==> src/verilog/nvsc_regs.svh <==
// Timing counts and sequence addresses for the shadow-store host controller.
// Assumes a 10 MHz mclk; included by bare name from the design and the device model.
`ifndef NVSC_REGS_SVH
`define NVSC_REGS_SVH
`define NVSC_CLK_MHZ 10
`define NVSC_PUR_US 550
`define NVSC_STORE_MS 10
`define NVSC_STB_CYC 3
`define NVSC_SEQ0 14'h0E38
`define NVSC_SEQ1 14'h31C7
`define NVSC_SEQ2 14'h03E0
`define NVSC_SEQ3 14'h3C1F
`define NVSC_SEQ4 14'h303F
`define NVSC_SEQ_COMMIT 14'h0FC0
`define NVSC_SEQ_RESTORE 14'h0C63
`define NVSC_SEQ_LAST 3'h5
`endif

==> src/verilog/nvsc_pkg.sv <==
// Types shared by the shadow-store host controller.
// Assumes nothing beyond the constant header.
package nvsc_pkg;
	typedef enum logic [1:0] {
		OP_READ = 2'h0,
		OP_WRITE = 2'h1,
		OP_COMMIT = 2'h2,
		OP_RESTORE = 2'h3
	} nvsc_op_t;
	typedef enum logic [2:0] {
		ST_POWER = 3'h0,
		ST_PUR = 3'h1,
		ST_IDLE = 3'h2,
		ST_SETUP = 3'h3,
		ST_STROBE = 3'h4,
		ST_RECOV = 3'h5,
		ST_NVWAIT = 3'h6
	} nvsc_state_t;
	typedef struct packed {
		logic [14:0] addr;
		logic ce_n;
		logic we_n;
		logic oe_n;
		logic [7:0] dq_out;
		logic dq_oe_n;
	} nvsc_pins_t;
endpackage : nvsc_pkg

==> src/verilog/nvsc_host.sv <==
// Host controller driving the asynchronous pins of a shadow-store SRAM.
// Assumes the supply comparator and the data pins are asynchronous to mclk.
// Notes on behaviour
// - Host must not be writing when the power-up restore finishes.
// - Five leading reads then 0x0FC0 start a commit.
// - Same five leading reads then 0x0C63 start a restore.
// - Only the exact consecutive order of six addresses triggers.
// - Host keeps write strobe high through all six sequence cycles.
`timescale 1ns/1ps
`include "nvsc_regs.svh"
module nvsc_host
	import nvsc_pkg::*;
#(
	parameter int PUR_CYC = `NVSC_PUR_US * `NVSC_CLK_MHZ,
	parameter int STORE_CYC = `NVSC_STORE_MS * 1000 * `NVSC_CLK_MHZ,
	parameter int RCL_CYC = `NVSC_PUR_US * `NVSC_CLK_MHZ
)
(
	input wire logic mclk,
	input wire logic rst_n,
	input wire logic pwr_ok,
	input wire logic cmd_valid,
	input wire nvsc_op_t cmd_op,
	input wire logic [14:0] cmd_addr,
	input wire logic [7:0] cmd_wdata,
	output logic cmd_ready,
	output logic rd_valid,
	output logic [7:0] rd_data,
	output logic busy,
	input wire logic [7:0] dq_in,
	output nvsc_pins_t sram
);

	localparam logic [16:0] STB_M1 = 17'(`NVSC_STB_CYC - 1);

	logic pwr_m_q;
	logic pwr_s_q;
	logic [7:0] dq_m_q;
	logic [7:0] dq_s_q;
	nvsc_state_t st_q;
	nvsc_state_t st_d;
	logic [16:0] tmr_q;
	logic [16:0] tmr_d;
	logic [2:0] step_q;
	logic [2:0] step_d;
	nvsc_op_t op_q;
	nvsc_op_t op_d;
	logic [7:0] wdata_q;
	logic [7:0] wdata_d;
	nvsc_pins_t sram_q;
	nvsc_pins_t sram_d;
	logic ready_q;
	logic ready_d;
	logic rdv_q;
	logic rdv_d;
	logic [7:0] rdat_q;
	logic [7:0] rdat_d;
	logic busy_q;
	logic busy_d;
	logic is_seq;

	// Sequence addresses; the top address bit is driven low, the device
	// ignores it during matching.
	function automatic logic [14:0] seq_addr(input logic [2:0] step,
		input nvsc_op_t op);
		logic [13:0] a;
		a = `NVSC_SEQ0;
		case (step)
			3'h0: a = `NVSC_SEQ0;
			3'h1: a = `NVSC_SEQ1;
			3'h2: a = `NVSC_SEQ2;
			3'h3: a = `NVSC_SEQ3;
			3'h4: a = `NVSC_SEQ4;
			default: a = (op == OP_COMMIT) ? `NVSC_SEQ_COMMIT :
				`NVSC_SEQ_RESTORE;
		endcase
		return {1'b0, a};
	endfunction : seq_addr

	// The comparator and the data bus both settle asynchronously to mclk.
	always_ff @(posedge mclk)
	begin
		if (!rst_n)
		begin
			pwr_m_q <= 1'b0;
			pwr_s_q <= 1'b0;
			dq_m_q <= 8'h00;
			dq_s_q <= 8'h00;
		end
		else
		begin
			pwr_m_q <= pwr_ok;
			pwr_s_q <= pwr_m_q;
			dq_m_q <= dq_in;
			dq_s_q <= dq_m_q;
		end
	end

	assign is_seq = (op_q == OP_COMMIT) || (op_q == OP_RESTORE);

	always_comb
	begin
		st_d = st_q;
		tmr_d = tmr_q;
		step_d = step_q;
		op_d = op_q;
		wdata_d = wdata_q;
		sram_d = sram_q;
		rdv_d = 1'b0;
		rdat_d = rdat_q;
		if (!pwr_s_q)
		begin
			// Low supply: the device drops writes and commits and latches a
			// restore, so the host parks every strobe and forgets any sequence.
			st_d = ST_POWER;
			step_d = 3'h0;
			sram_d.ce_n = 1'b1;
			sram_d.we_n = 1'b1;
			sram_d.oe_n = 1'b1;
			sram_d.dq_oe_n = 1'b1;
		end
		else
		begin
			case (st_q)
				ST_POWER:
				begin
					st_d = ST_PUR;
					tmr_d = 17'(PUR_CYC - 1);
				end
				ST_PUR:
				begin
					// No access at all until the restore is surely done, so
					// no write can be active when it finishes.
					if (tmr_q == 17'h00000)
						st_d = ST_IDLE;
					else
						tmr_d = tmr_q - 17'h00001;
				end
				ST_IDLE:
				begin
					sram_d.dq_oe_n = 1'b1;
					if (cmd_valid && ready_q)
					begin
						op_d = cmd_op;
						wdata_d = cmd_wdata;
						step_d = 3'h0;
						if ((cmd_op == OP_COMMIT) || (cmd_op == OP_RESTORE))
							sram_d.addr = seq_addr(3'h0, cmd_op);
						else
							sram_d.addr = cmd_addr;
						st_d = ST_SETUP;
					end
				end
				ST_SETUP:
				begin
					sram_d.ce_n = 1'b0;
					// Sequence cycles are chip-select reads with WE held high.
					if (op_q == OP_WRITE)
					begin
						sram_d.we_n = 1'b0;
						sram_d.dq_out = wdata_q;
						sram_d.dq_oe_n = 1'b0;
					end
					else
						sram_d.oe_n = 1'b0;
					tmr_d = STB_M1;
					st_d = ST_STROBE;
				end
				ST_STROBE:
				begin
					if (tmr_q == 17'h00000)
					begin
						sram_d.ce_n = 1'b1;
						sram_d.we_n = 1'b1;
						sram_d.oe_n = 1'b1;
						rdat_d = dq_s_q;
						rdv_d = (op_q == OP_READ);
						st_d = ST_RECOV;
					end
					else
						tmr_d = tmr_q - 17'h00001;
				end
				ST_RECOV:
				begin
					// Data is held one cycle past the rising strobes.
					sram_d.dq_oe_n = 1'b1;
					if (is_seq && (step_q != `NVSC_SEQ_LAST))
					begin
						// Next sequence access follows with no user access
						// allowed in between.
						step_d = step_q + 3'h1;
						sram_d.addr = seq_addr(step_q + 3'h1, op_q);
						st_d = ST_SETUP;
					end
					else if (is_seq)
					begin
						// The device erases and programs, or clears and
						// reloads, with its pins dead for the whole time.
						tmr_d = (op_q == OP_COMMIT) ? 17'(STORE_CYC - 1) :
							17'(RCL_CYC - 1);
						st_d = ST_NVWAIT;
					end
					else
						st_d = ST_IDLE;
				end
				ST_NVWAIT:
				begin
					if (tmr_q == 17'h00000)
					begin
						step_d = 3'h0;
						st_d = ST_IDLE;
					end
					else
						tmr_d = tmr_q - 17'h00001;
				end
				default:
					st_d = ST_POWER;
			endcase
		end
		ready_d = (st_d == ST_IDLE) && !(cmd_valid && ready_q);
		busy_d = (st_d != ST_IDLE) || (cmd_valid && ready_q);
	end

	always_ff @(posedge mclk)
	begin
		if (!rst_n)
		begin
			st_q <= ST_POWER;
			tmr_q <= 17'h00000;
			step_q <= 3'h0;
			op_q <= OP_READ;
			wdata_q <= 8'h00;
			sram_q <= '{addr: 15'h0000, ce_n: 1'b1, we_n: 1'b1, oe_n: 1'b1,
				dq_out: 8'h00, dq_oe_n: 1'b1};
			ready_q <= 1'b0;
			rdv_q <= 1'b0;
			rdat_q <= 8'h00;
			busy_q <= 1'b1;
		end
		else
		begin
			st_q <= st_d;
			tmr_q <= tmr_d;
			step_q <= step_d;
			op_q <= op_d;
			wdata_q <= wdata_d;
			sram_q <= sram_d;
			ready_q <= ready_d;
			rdv_q <= rdv_d;
			rdat_q <= rdat_d;
			busy_q <= busy_d;
		end
	end

	assign cmd_ready = ready_q;
	assign rd_valid = rdv_q;
	assign rd_data = rdat_q;
	assign busy = busy_q;
	assign sram = sram_q;
endmodule : nvsc_host

==> config.mk <==
export PLATFORM = sky130hd
export DESIGN_NAME = nvsc_host
export DESIGN_NICKNAME = d
export VERILOG_FILES = /design/src/verilog/nvsc_pkg.sv /design/src/verilog/nvsc_host.sv
export VERILOG_INCLUDE_DIRS = /design/src /design/src/verilog
export SDC_FILE = /design/constraint.sdc
export NUM_CORES = 1
export LEC_CHECK = 0
export ABC_AREA = 1
export BUFFER_PORTS_ARGS = -buffer_cell sky130_fd_sc_hd__clkbuf_2
export CAP_MARGIN = 15
export CORE_ASPECT_RATIO = 0.5
export CORE_MARGIN = 2
export CORE_UTILIZATION = 58
export CTS_BUF_LIST = sky130_fd_sc_hd__clkbuf_8
export CTS_CLUSTER_DIAMETER = 50
export DETAILED_ROUTE_END_ITERATION = 7
export PLACE_DENSITY = 0.91
export SLEW_MARGIN = 10
export SYNTH_ARGS = -nofsm -noshare
export SYNTH_HDL_FRONTEND = slang
export SYNTH_SLANG_ARGS = --single-unit
==> constraint.sdc <==
create_clock -name mclk -period 1.96 [get_ports mclk]
set_input_delay 0.392 -clock mclk [delete_from_list [all_inputs] [get_ports mclk]]
set_output_delay 0.392 -clock mclk [all_outputs]
set_load 0.005 [all_outputs]
==> results of run 1 <==
==> area by class of cell <==
type / count / area [sq um] / area share [%]
timing repair buffer: 84 / 445 / 9.34
clock buffer: 9 / 124 / 2.60
tap: 92 / 115 / 2.41
sequential: 89 / 1780 / 37.4
multi-input combinational: 405 / 1980 / 41.4
clock inverter: 7 / 82.6 / 1.73
inverter: 64 / 245 / 5.14
==> layer usage <==
metal  vias up  share of wire (%)  track usage [%]
met3        34                7.9             5.34
li1       1992                  -                -
met2       190                 47             42.3
met5         -                  0                0
met1      1768                 43             34.0
met4         0                2.1             9.63
==> sequential cells by signal, indices dropped and copies added, names as in the netlist, 2 cells and up <==
register	cells
dq_m_q	8
tmr_q	17
step_q	3
wdata_q	8
dq_s_q	8
sram	27
st_q	3
rd_data	8
op_q	2
==> power breakdown <==
group / internal [mW] / total (mW) / switching (mW)
combinational: 0.106 / 0.290 / 0.184
clock: 0.513 / 1.27 / 0.760
sequential: 1.84 / 1.86 / 0.0201
==> worst max-delay path, stage by stage (launching register included) <==
cell	delay [ps]
dfxtp_1	350
ha_1	220
ha_1	320
inv_2	70
nand2_1	60
nand2_1	80
nor2_2	150
nand2_2	120
o21ai_1	200
o21bai_1	100
a21oi_2	130
==> cells by family (layout without fill, tap and decap cells) <==
family	count (synthesis)	after routing	synth area share (%)
AO/OA/AOI/OAI	108	108	15.1
XOR/XNOR	2	2	0.428
adder cells (fa/ha/maj)	7	7	2.14
buffers and inverters	80	164	8.48
flip-flops	89	89	43.6
AND/OR/NAND/NOR	288	288	30.3
==> what timing repair did <==
item                                    CTS  global route
gates resized for setup                   0             9
buffers inserted                          0             0
endpoints found under the setup margin    0            10
==> layout by cell type, fill, tap and decap left out, drive strengths merged <==
cell	synthesis	final
nor2	123	123
xor2	2	2
o22ai	4	4
nand2	123	123
clkinvlp	0	1
and2	1	1
o21bai	3	3
nor3	9	9
o21ai	63	63
ha	7	7
o21a	1	1
clkinv	0	2
a21boi	2	2
nand4	4	4
nand3	27	27
a31oi	2	2
buf	7	10
nor4	1	1
a21o	2	2
inv	64	68
a21oi	31	31
clkbuf	9	83
dfxtp	89	89
==> final timing paths <==
check	depth (start not counted)	endpoint	slack, ps	start
worst min-delay path	3	dq_m_q[7]	200	dq_in[7]
worst max register to register	10	sram[21]	120	step_q[0]
worst min register to register	2	dq_s_q[7]	420	dq_m_q[7]
worst max-delay path	10	sram[21]	120	step_q[0]
==> impl_metrics.py, run 1 <==
metrics = {
    "power": {
        "p_per_area_mw_per_mm2": 717,
        "ir_worst_vdd_uv": 431,
        "p_leak_nw": 2.39,
        "p_total_mw": 3.42,
    },
    "yosys": {
        "synth.avg_cell_area_sq_um": 7.12,
        "synth_common_cells": "nand2_1, nor2_1, dfxtp_1, inv_1, o21ai_0",
        "synth_top_cell_area_share_pct": 43.6,
        "synth_area_sq_mm": 0.00409,
        "synth_area_leaders": "dfxtp_1, nand2_1, nor2_1, o21ai_0, inv_1",
        "synth.distinct_cells": 35,
        "async_flop_share_pct": 0,
        "synth_enable_flop_cells": 0,
        "syn_inst": 574,
        "synth_area_leader_cell": "dfxtp_1",
        "synthesis.nets": 618,
        "yosys_warnings": 0,
        "synth_ff_type": "dfxtp_1",
        "ys_seq_area_share_pct": 43.6,
        "synth_most_common_cell": "nand2_1",
        "ys_seq_elements": 89,
    },
    "cells_and_area": {
        "area_growth_pct": 16.6,
        "fin_util_pct": 70.6,
        "diodes": 0,
        "fin_cells": 750,
        "final_layout_size_suffix_gt1_share_pct": 21.6,
        "fillers": 496,
        "num-nets-final": 697,
        "design_area_sq_mm": 0.00477,
    },
    "place": {
        "place_hpwl_microns": 6720,
        "gp_congestion": 0.897,
        "pre_cts_slack_ps": 178,
        "portBuffers": 74,
        "placed_cell_area_sq_mm": 0.00455,
        "dp.cells": 734,
    },
    "critical_path": {
        "path_class": "reg2reg",
        "critPathMaxFanout": 5,
        "start_kind": "flop",
        "required_ps": 2260,
        "endpoint_kind": "flop",
        "cp_data_arrival_time_ps": 2150,
    },
    "floorplanning": {
        "num_rows": 21,
        "top_level_ports": 75,
        "die_w_microns": 123,
        "chipHeight_microns": 63.4,
        "die_area_sq_mm": 0.00778,
        "start_util_pct": 60.6,
        "coreArea_sq_mm": 0.00675,
    },
    "cts": {
        "cts_tree": "yes",
        "clk_latency_ps": 360,
        "cts_buffer_depth": 2,
        "ctsHoldBuffers": 0,
        "htreeDepth": 3,
        "path_clk_slew_ps": 100,
        "numCtsBuffers": 9,
        "root_buffer": "clkbuf_8",
        "cts.sinks": 89,
    },
    "route": {
        "drc": 0,
        "num_vias": 3984,
        "dr.pass1.iters": 5,
        "ant_nets": 0,
        "routed_wl_microns": 9690,
        "drt-initial-drc-count": 426,
        "wl_per_cell_microns": 12.9,
        "viasPerCell": 5.31,
    },
    "sta": {
        "worst_slew_pin_slew_ps": 524,
        "worst_slack_ps": 115,
        "fmaxAchievable_mhz": 542,
        "hold_viol_final": 0,
        "fin_setup_tns_ps": 0,
        "min_period_ps": 1840,
        "rsz0062_at_grt": "false",
        "final-setup-viol-count": 0,
        "whs_ps": 199,
        "drv_slew": 0,
        "timing.final.crit_share_pct": 94.1,
        "skew_ps": 8.66,
        "slew_headroom_pct": 64.7,
    },
    "worst_hold_path": {
        "hp-class": "in2reg",
    },
    "global_routing": {
        "grt_usage_pct": 26.0,
        "grt_start_max_net_pins": 45,
        "grt_pass1_vias": 3541,
        "gr-total-overflow": 0,
        "grt_pass1_wl_microns": 16000,
        "antenna_found_initial": 0,
    },
    "job": {
        "max-cap-violations": 0,
    },
    "outcome": {
        "status": "finished clean",
    },
}
No activity file was read; power rests on OpenSTA's default activity.
==> inputs of run 2 (changes only) <==
--- a/config.mk
+++ b/config.mk
@@ -6,16 +6,15 @@
 export SDC_FILE = /design/constraint.sdc
 export NUM_CORES = 1
 export LEC_CHECK = 0
-export ABC_AREA = 1
 export BUFFER_PORTS_ARGS = -buffer_cell sky130_fd_sc_hd__clkbuf_2
 export CAP_MARGIN = 15
 export CORE_ASPECT_RATIO = 0.5
 export CORE_MARGIN = 2
-export CORE_UTILIZATION = 58
+export CORE_UTILIZATION = 57
 export CTS_BUF_LIST = sky130_fd_sc_hd__clkbuf_8
 export CTS_CLUSTER_DIAMETER = 50
 export DETAILED_ROUTE_END_ITERATION = 7
-export PLACE_DENSITY = 0.91
+export PLACE_DENSITY = 0.9
 export SLEW_MARGIN = 10
 export SYNTH_ARGS = -nofsm -noshare
 export SYNTH_HDL_FRONTEND = slang
==> run 2 against run 1 <==
The flow now finishes with violations (DRC, setup timing). Power up 1.1%. Utilization up 8.7 points. Largest cell class unchanged. Cell count down 10%. Routed wire length up 45%. Sequential power about the same. Critical path type unchanged.
==> impl_metrics.py, run 2 <==
metrics = {
    "outcome": {
        "status": "finished, violations left",
        "failed_checks": "DRC, setup timing",
    },
    "sta": {
        "rsz0062_at_grt": "true",
        "skew_ps": 15.7,
        "worst_slew_pin_slew_ps": 661,
        "drv_slew": 0,
        "hold_viol_final": 0,
        "worst_slack_ps": -186,
        "min_period_ps": 2150,
        "final-setup-viol-count": 23,
        "timing.final.crit_share_pct": 110,
        "slew_headroom_pct": 55.7,
        "fmaxAchievable_mhz": 466,
    },
    "critical_path": {
        "reg2reg_depth": 6,
        "critPathMaxFanout": 4,
        "ff2ff_setup_slack_ps": -190,
        "endpoint_kind": "flop",
        "crit_end": "sram[20]",
        "required_ps": 2280,
        "r2r-end": "sram[20]",
        "path_buf_inv": 0,
        "critical-path-max-stage-delay_ps": 490,
        "worstReg2RegStart": "step_q[0]",
        "start_kind": "flop",
        "crit_chain": "ha_2, ha_4, nor4bb_2, nand3b_1, o221ai_2, o221a_2",
        "crit_cells": 6,
        "critPathLaunch": "step_q[0]",
        "crit_family": "simple AND/OR/NAND/NOR gates",
        "cp_data_arrival_time_ps": 2460,
        "critical_path.slowest_cell": "nor4bb_2",
        "path_class": "reg2reg",
    },
    "cells_and_area": {
        "final_layout_size_suffix_gt1_share_pct": 36.9,
        "area_growth_pct": 32.8,
        "largest_reg_flops": 27,
        "mostFrequentLayoutCells": "dfxtp_1, clkbuf_2, buf_4, nor2_1, nand2_1",
        "num-nets-final": 620,
        "fin_util_pct": 79.3,
        "layout_commonest_cell": "dfxtp_1",
        "fillers": 358,
        "diodes": 0,
    },
    "yosys": {
        "syn_inst": 460,
        "synth_most_common_cell": "dfxtp_1",
        "synth_area_sq_mm": 0.00405,
        "synth.avg_cell_area_sq_um": 8.80,
        "synth_area_leader_cell": "dfxtp_1",
        "synth.distinct_cells": 63,
        "synth_area_leaders": "dfxtp_1, mux2i_1, nor2_1, a21oi_1, and2_1",
        "synth_common_cells": "dfxtp_1, nor2_1, nand2_1, a21oi_1",
        "ys_seq_area_share_pct": 44.0,
        "synth_top_cell_area_share_pct": 44.0,
        "synth_enable_flop_cells": 0,
        "ys_seq_elements": 89,
        "synth_ff_type": "dfxtp_1",
        "synthesis.nets": 504,
        "async_flop_share_pct": 0,
        "yosys_warnings": 0,
    },
    "floorplanning": {
        "die_area_sq_mm": 0.00783,
        "chipHeight_microns": 63.6,
        "die_w_microns": 123,
        "coreArea_sq_mm": 0.00678,
        "top_level_ports": 75,
        "start_util_pct": 59.7,
        "num_rows": 21,
    },
    "global_routing": {
        "grt_pass1_wl_microns": 18000,
        "use_met1_pct": 36.2,
        "use_met2_pct": 47.5,
        "grt_pass1_vias": 3813,
        "antenna_found_initial": 0,
        "grtUsageMet3_pct": 9.33,
        "gr-total-overflow": 0,
        "top_usage_layer": "met2",
        "grt_start_max_net_pins": 45,
        "grt_usage_pct": 29.3,
    },
    "cts": {
        "cts_tree": "yes",
        "clk_latency_ps": 380,
        "htreeDepth": 3,
        "ctsHoldBuffers": 0,
        "cts_buffer_depth": 2,
        "path_clk_slew_ps": 90,
        "root_buffer": "clkbuf_8",
        "numCtsBuffers": 9,
        "cts.sinks": 89,
    },
    "power": {
        "p_per_area_mw_per_mm2": 643,
        "ir_worst_vdd_uv": 586,
        "p_leak_nw": 2.14,
    },
    "place": {
        "portBuffers": 74,
        "gp_congestion": 0.900,
        "pre_cts_slack_ps": -82.5,
        "place_hpwl_microns": 7390,
    },
    "route": {
        "drt-initial-drc-count": 791,
        "ant_nets": 0,
        "routed_wl_microns": 14000,
        "dr.pass1.iters": 8,
        "drc": 3,
        "num_vias": 4462,
        "wl_per_cell_microns": 20.9,
        "viasPerCell": 6.64,
    },
    "worst_hold_path": {
        "hp-class": "in2reg",
    },
    "job": {
        "max-cap-violations": 0,
    },
}
run 2: cell count changes after synthesis, sizes merged, moves of 11 or more:
cell,before,now
nand2,123,38
nor2,123,46
inv,64,9
o21ai,63,22
mux2i,0,25
and2,1,25
nor4,1,14
nand3,27,16
run 2: layout make-up:
| cell class | count | area [sq um] | area share [%] |
|---|---|---|---|
| sequential | 89 | 1790 | 33.4 |
| timing repair buffer | 133 | 836 | 15.5 |
| inverter | 10 | 42.5 | 0.791 |
| clock buffer | 9 | 124 | 2.30 |
| multi-input combinational | 333 | 2430 | 45.2 |
| tap | 92 | 115 | 2.14 |
| clock inverter | 6 | 36.3 | 0.675 |
run 2: worst min-delay path by stage:
stage / from / endpoint / cells past startpoint
detailed placement: dq_m_q[4] / dq_s_q[4] / 1
floorplan: dq_m_q[0] / dq_s_q[0] / 1
CTS: dq_in[3] / dq_m_q[3] / 2
global placement: dq_m_q[3] / dq_s_q[3] / 1
finish: dq_in[6] / dq_m_q[6] / 2
global route: dq_in[1] / dq_m_q[1] / 2
run 2: stage by stage:
step	cell area (sq um)	hold slack, ps	setup TNS [ps]	cells	power, mW
after floorplan	4060	412	0	460	2.11
after global placement	4830	413	-10.4	653	2.24
after detailed placement	4830	421	-401	653	2.26
after CTS	5070	218	-14.3	668	3.33
after global routing	5380	213	-2560	672	3.57
final	5380	214	-1550	672	3.46
run 2: timing repair:
action / in CTS / in global routing
cloned: 0 / 1
pin swaps: 3 / 17
buffers inserted: 0 / 3
resized for setup: 23 / 61
endpoints found under the setup margin: 17 / 42
run 2: kinds of logic after synthesis:
kind of cell / Yosys count / synth area share, %
AND/OR/NAND/NOR: 188 / 24.3
AO/OA/AOI/OAI: 113 / 19.0
flip-flops: 89 / 44.0
buffers and inverters: 38 / 4.36
multiplexers: 25 / 6.18
adder cells (fa/ha/maj): 7 / 2.16
run 2: layer usage:
| metal | routed length (microns) | up-vias | part of all wire [%] |
|---|---|---|---|
| li1 | - | 1894 | - |
| met5 | 0 | - | 0 |
| met3 | 1390 | 123 | 9.9 |
| met2 | 6480 | 386 | 46 |
| met1 | 5240 | 2059 | 37 |
| met4 | 931 | 0 | 6.6 |
run 2: where the power goes:
group	total (mW)	switching [mW]	internal, mW	leakage [nW]
clock network	1.10	0.654	0.446	0.0841
registers	1.86	0.0208	1.83	0.726
logic	0.502	0.283	0.218	1.33
total	3.46	0.958	2.50	2.14
==> inputs of run 3 (changes only) <==
--- a/config.mk
+++ b/config.mk
@@ -15,6 +15,7 @@
 export CTS_CLUSTER_DIAMETER = 50
 export DETAILED_ROUTE_END_ITERATION = 7
 export PLACE_DENSITY = 0.9
+export RECOVER_POWER = 25
 export SLEW_MARGIN = 10
 export SYNTH_ARGS = -nofsm -noshare
 export SYNTH_HDL_FRONTEND = slang
==> constraint.sdc (replaced) <==
create_clock -name mclk -period 1.96 [get_ports mclk]
set_input_delay 0.294 -clock mclk [delete_from_list [all_inputs] [get_ports mclk]]
set_output_delay 0.294 -clock mclk [all_outputs]
set_load 0.005 [all_outputs]
==> run 3 against run 2 <==
Sequential power barely moved. The run ends with setup timing left. Utilization rose by 0.92 points. Non-clock buffer count rose by 7. Critical path depth rose by 2. Routed wire length rose by 5.2%. First-iteration DRC count rose by 13%. Setup slack got worse by 70 ps.
==> impl_metrics.py, run 3 (same netlist as run 2, synthesis figures left out) <==
metrics = {
    "outcome": {
        "status": "finished, violations left",
        "failed_checks": "setup timing",
    },
    "cells_and_area": {
        "mostFrequentLayoutCells": "dfxtp_1, clkbuf_2, buf_4, nor2_1, nand2_1",
        "diodes": 0,
        "area_growth_pct": 34.3,
        "multi_input_area_sq_mm": 0.00239,
        "largest_reg_flops": 27,
        "layout_commonest_cell": "dfxtp_1",
        "fillers": 348,
        "fin_util_pct": 80.2,
        "fin_cells": 680,
        "final_layout_size_suffix_gt1_share_pct": 37.6,
        "regArea_sq_mm": 0.00180,
        "num-nets-final": 627,
    },
    "sta": {
        "timing.final.crit_share_pct": 113,
        "worst_slack_ps": -257,
        "skew_ps": 14.6,
        "min_period_ps": 2220,
        "worst_slew_pin_slew_ps": 680,
        "fmaxAchievable_mhz": 451,
        "hold_viol_final": 0,
        "rsz0062_at_grt": "true",
        "final-setup-viol-count": 18,
        "slew_headroom_pct": 54.5,
        "drv_slew": 0,
    },
    "cts": {
        "numCtsBuffers": 9,
        "path_clk_slew_ps": 90,
        "root_buffer": "clkbuf_8",
        "clk_latency_ps": 390,
        "cts.sinks": 89,
        "htreeDepth": 3,
        "cts_tree": "yes",
        "cts_buffer_depth": 2,
    },
    "job": {
        "max-cap-violations": 0,
    },
    "floorplanning": {
        "num_rows": 21,
        "die_w_microns": 123,
        "top_level_ports": 75,
        "chipHeight_microns": 63.6,
        "coreArea_sq_mm": 0.00678,
        "start_util_pct": 59.7,
        "die_area_sq_mm": 0.00783,
    },
    "route": {
        "viasPerCell": 6.72,
        "ant_nets": 0,
        "routed_wl_microns": 14800,
        "drt-initial-drc-count": 895,
        "dr.pass1.iters": 7,
        "wl_per_cell_microns": 21.7,
        "drc": 0,
        "num_vias": 4571,
    },
    "place": {
        "place_hpwl_microns": 7870,
        "portBuffers": 74,
        "gp_congestion": 0.899,
        "dp.cells": 655,
    },
    "power": {
        "ir_worst_vdd_uv": 682,
        "p_per_area_mw_per_mm2": 661,
        "p_leak_nw": 2.16,
    },
    "global_routing": {
        "grt_pass1_wl_microns": 19400,
        "grt_start_max_net_pins": 34,
        "grt_pass1_vias": 4078,
        "gr-total-overflow": 0,
        "antenna_found_initial": 0,
        "grt_usage_pct": 31.9,
    },
    "critical_path": {
        "path_class": "reg2reg",
        "start_kind": "flop",
        "required_ps": 2210,
        "cp_data_arrival_time_ps": 2470,
        "endpoint_kind": "flop",
        "ff2ff_setup_slack_ps": -260,
        "critPathMaxFanout": 4,
    },
    "worst_hold_path": {
        "hp-class": "in2reg",
    },
}
-- run 3: changes by cell type in the layout (fill, tap and decap cells not counted), sizes merged --
cell / previous run / this run
buf: 59 / 65
clkbuf: 83 / 84
clkinv: 2 / 3
clkinvlp: 2 / 1
inv: 12 / 13
-- run 3: final cells by class --
class / instances / share of cell area (%)
multi-input cells: 333 / 44.0
flip-flops and latches: 89 / 33.1
repair buffers: 140 / 16.6
clock buffers: 9 / 2.28
well taps: 92 / 2.12
clock inverters: 7 / 1.13
inverters: 10 / 0.782
-- run 3: critical path: stages (launching register included) --
cell and delay, ps:
dfxtp_2 350, inv_4 80, ha_4 140, or3b_4 400, buf_4 150, nor4_2 400
a21oi_1 150, a211oi_1 310, nor4_1 120
-- run 3: where the power goes --
| part | switching, mW | total, mW | internal, mW |
|---|---|---|---|
| combinational | 0.283 | 0.520 | 0.237 |
| clock | 0.727 | 1.21 | 0.487 |
| sequential | 0.0243 | 1.86 | 1.83 |
-- run 3: routing by layer --
metal,global-route usage [%],part of all wire (%)
met1,38.7,35
met4,14.1,7.4
met3,8.79,11
met5,0,0
met2,53.0,46
-- run 3: path summary, 6_finish.rpt --
| check | to | start | cells past startpoint |
|---|---|---|---|
| worst min-delay path | dq_m_q[5] | dq_in[5] | 2 |
| worst max-delay path | tmr_q[12] | tmr_q[1] | 8 |
| worst max register to register | tmr_q[12] | tmr_q[1] | 8 |
| worst min register to register | dq_s_q[0] | dq_m_q[0] | 1 |
-- run 3: stage by stage --
stage	setup WS, ps	power, mW	hold slack, ps	TNS (ps)	area, sq um
2_1_floorplan	6.53	2.11	412	0	4060
3_3_place_gp	-17.5	2.26	413	-34.7	4850
3_5_place_dp	-162	2.27	422	-1100	4850
4_1_cts	-9.52	3.46	111	-19.0	5120
5_1_grt	-309	3.72	104	-4810	5440
6_report	-257	3.59	116	-1540	5440
-- run 3: what timing repair did --
item	4_1_cts	5_1_grt
setup endpoints to repair	27	63
hold endpoints to repair	0	0
pin swaps	3	16
resized for setup	21	59
hold buffers	0	0
buffers inserted	0	9
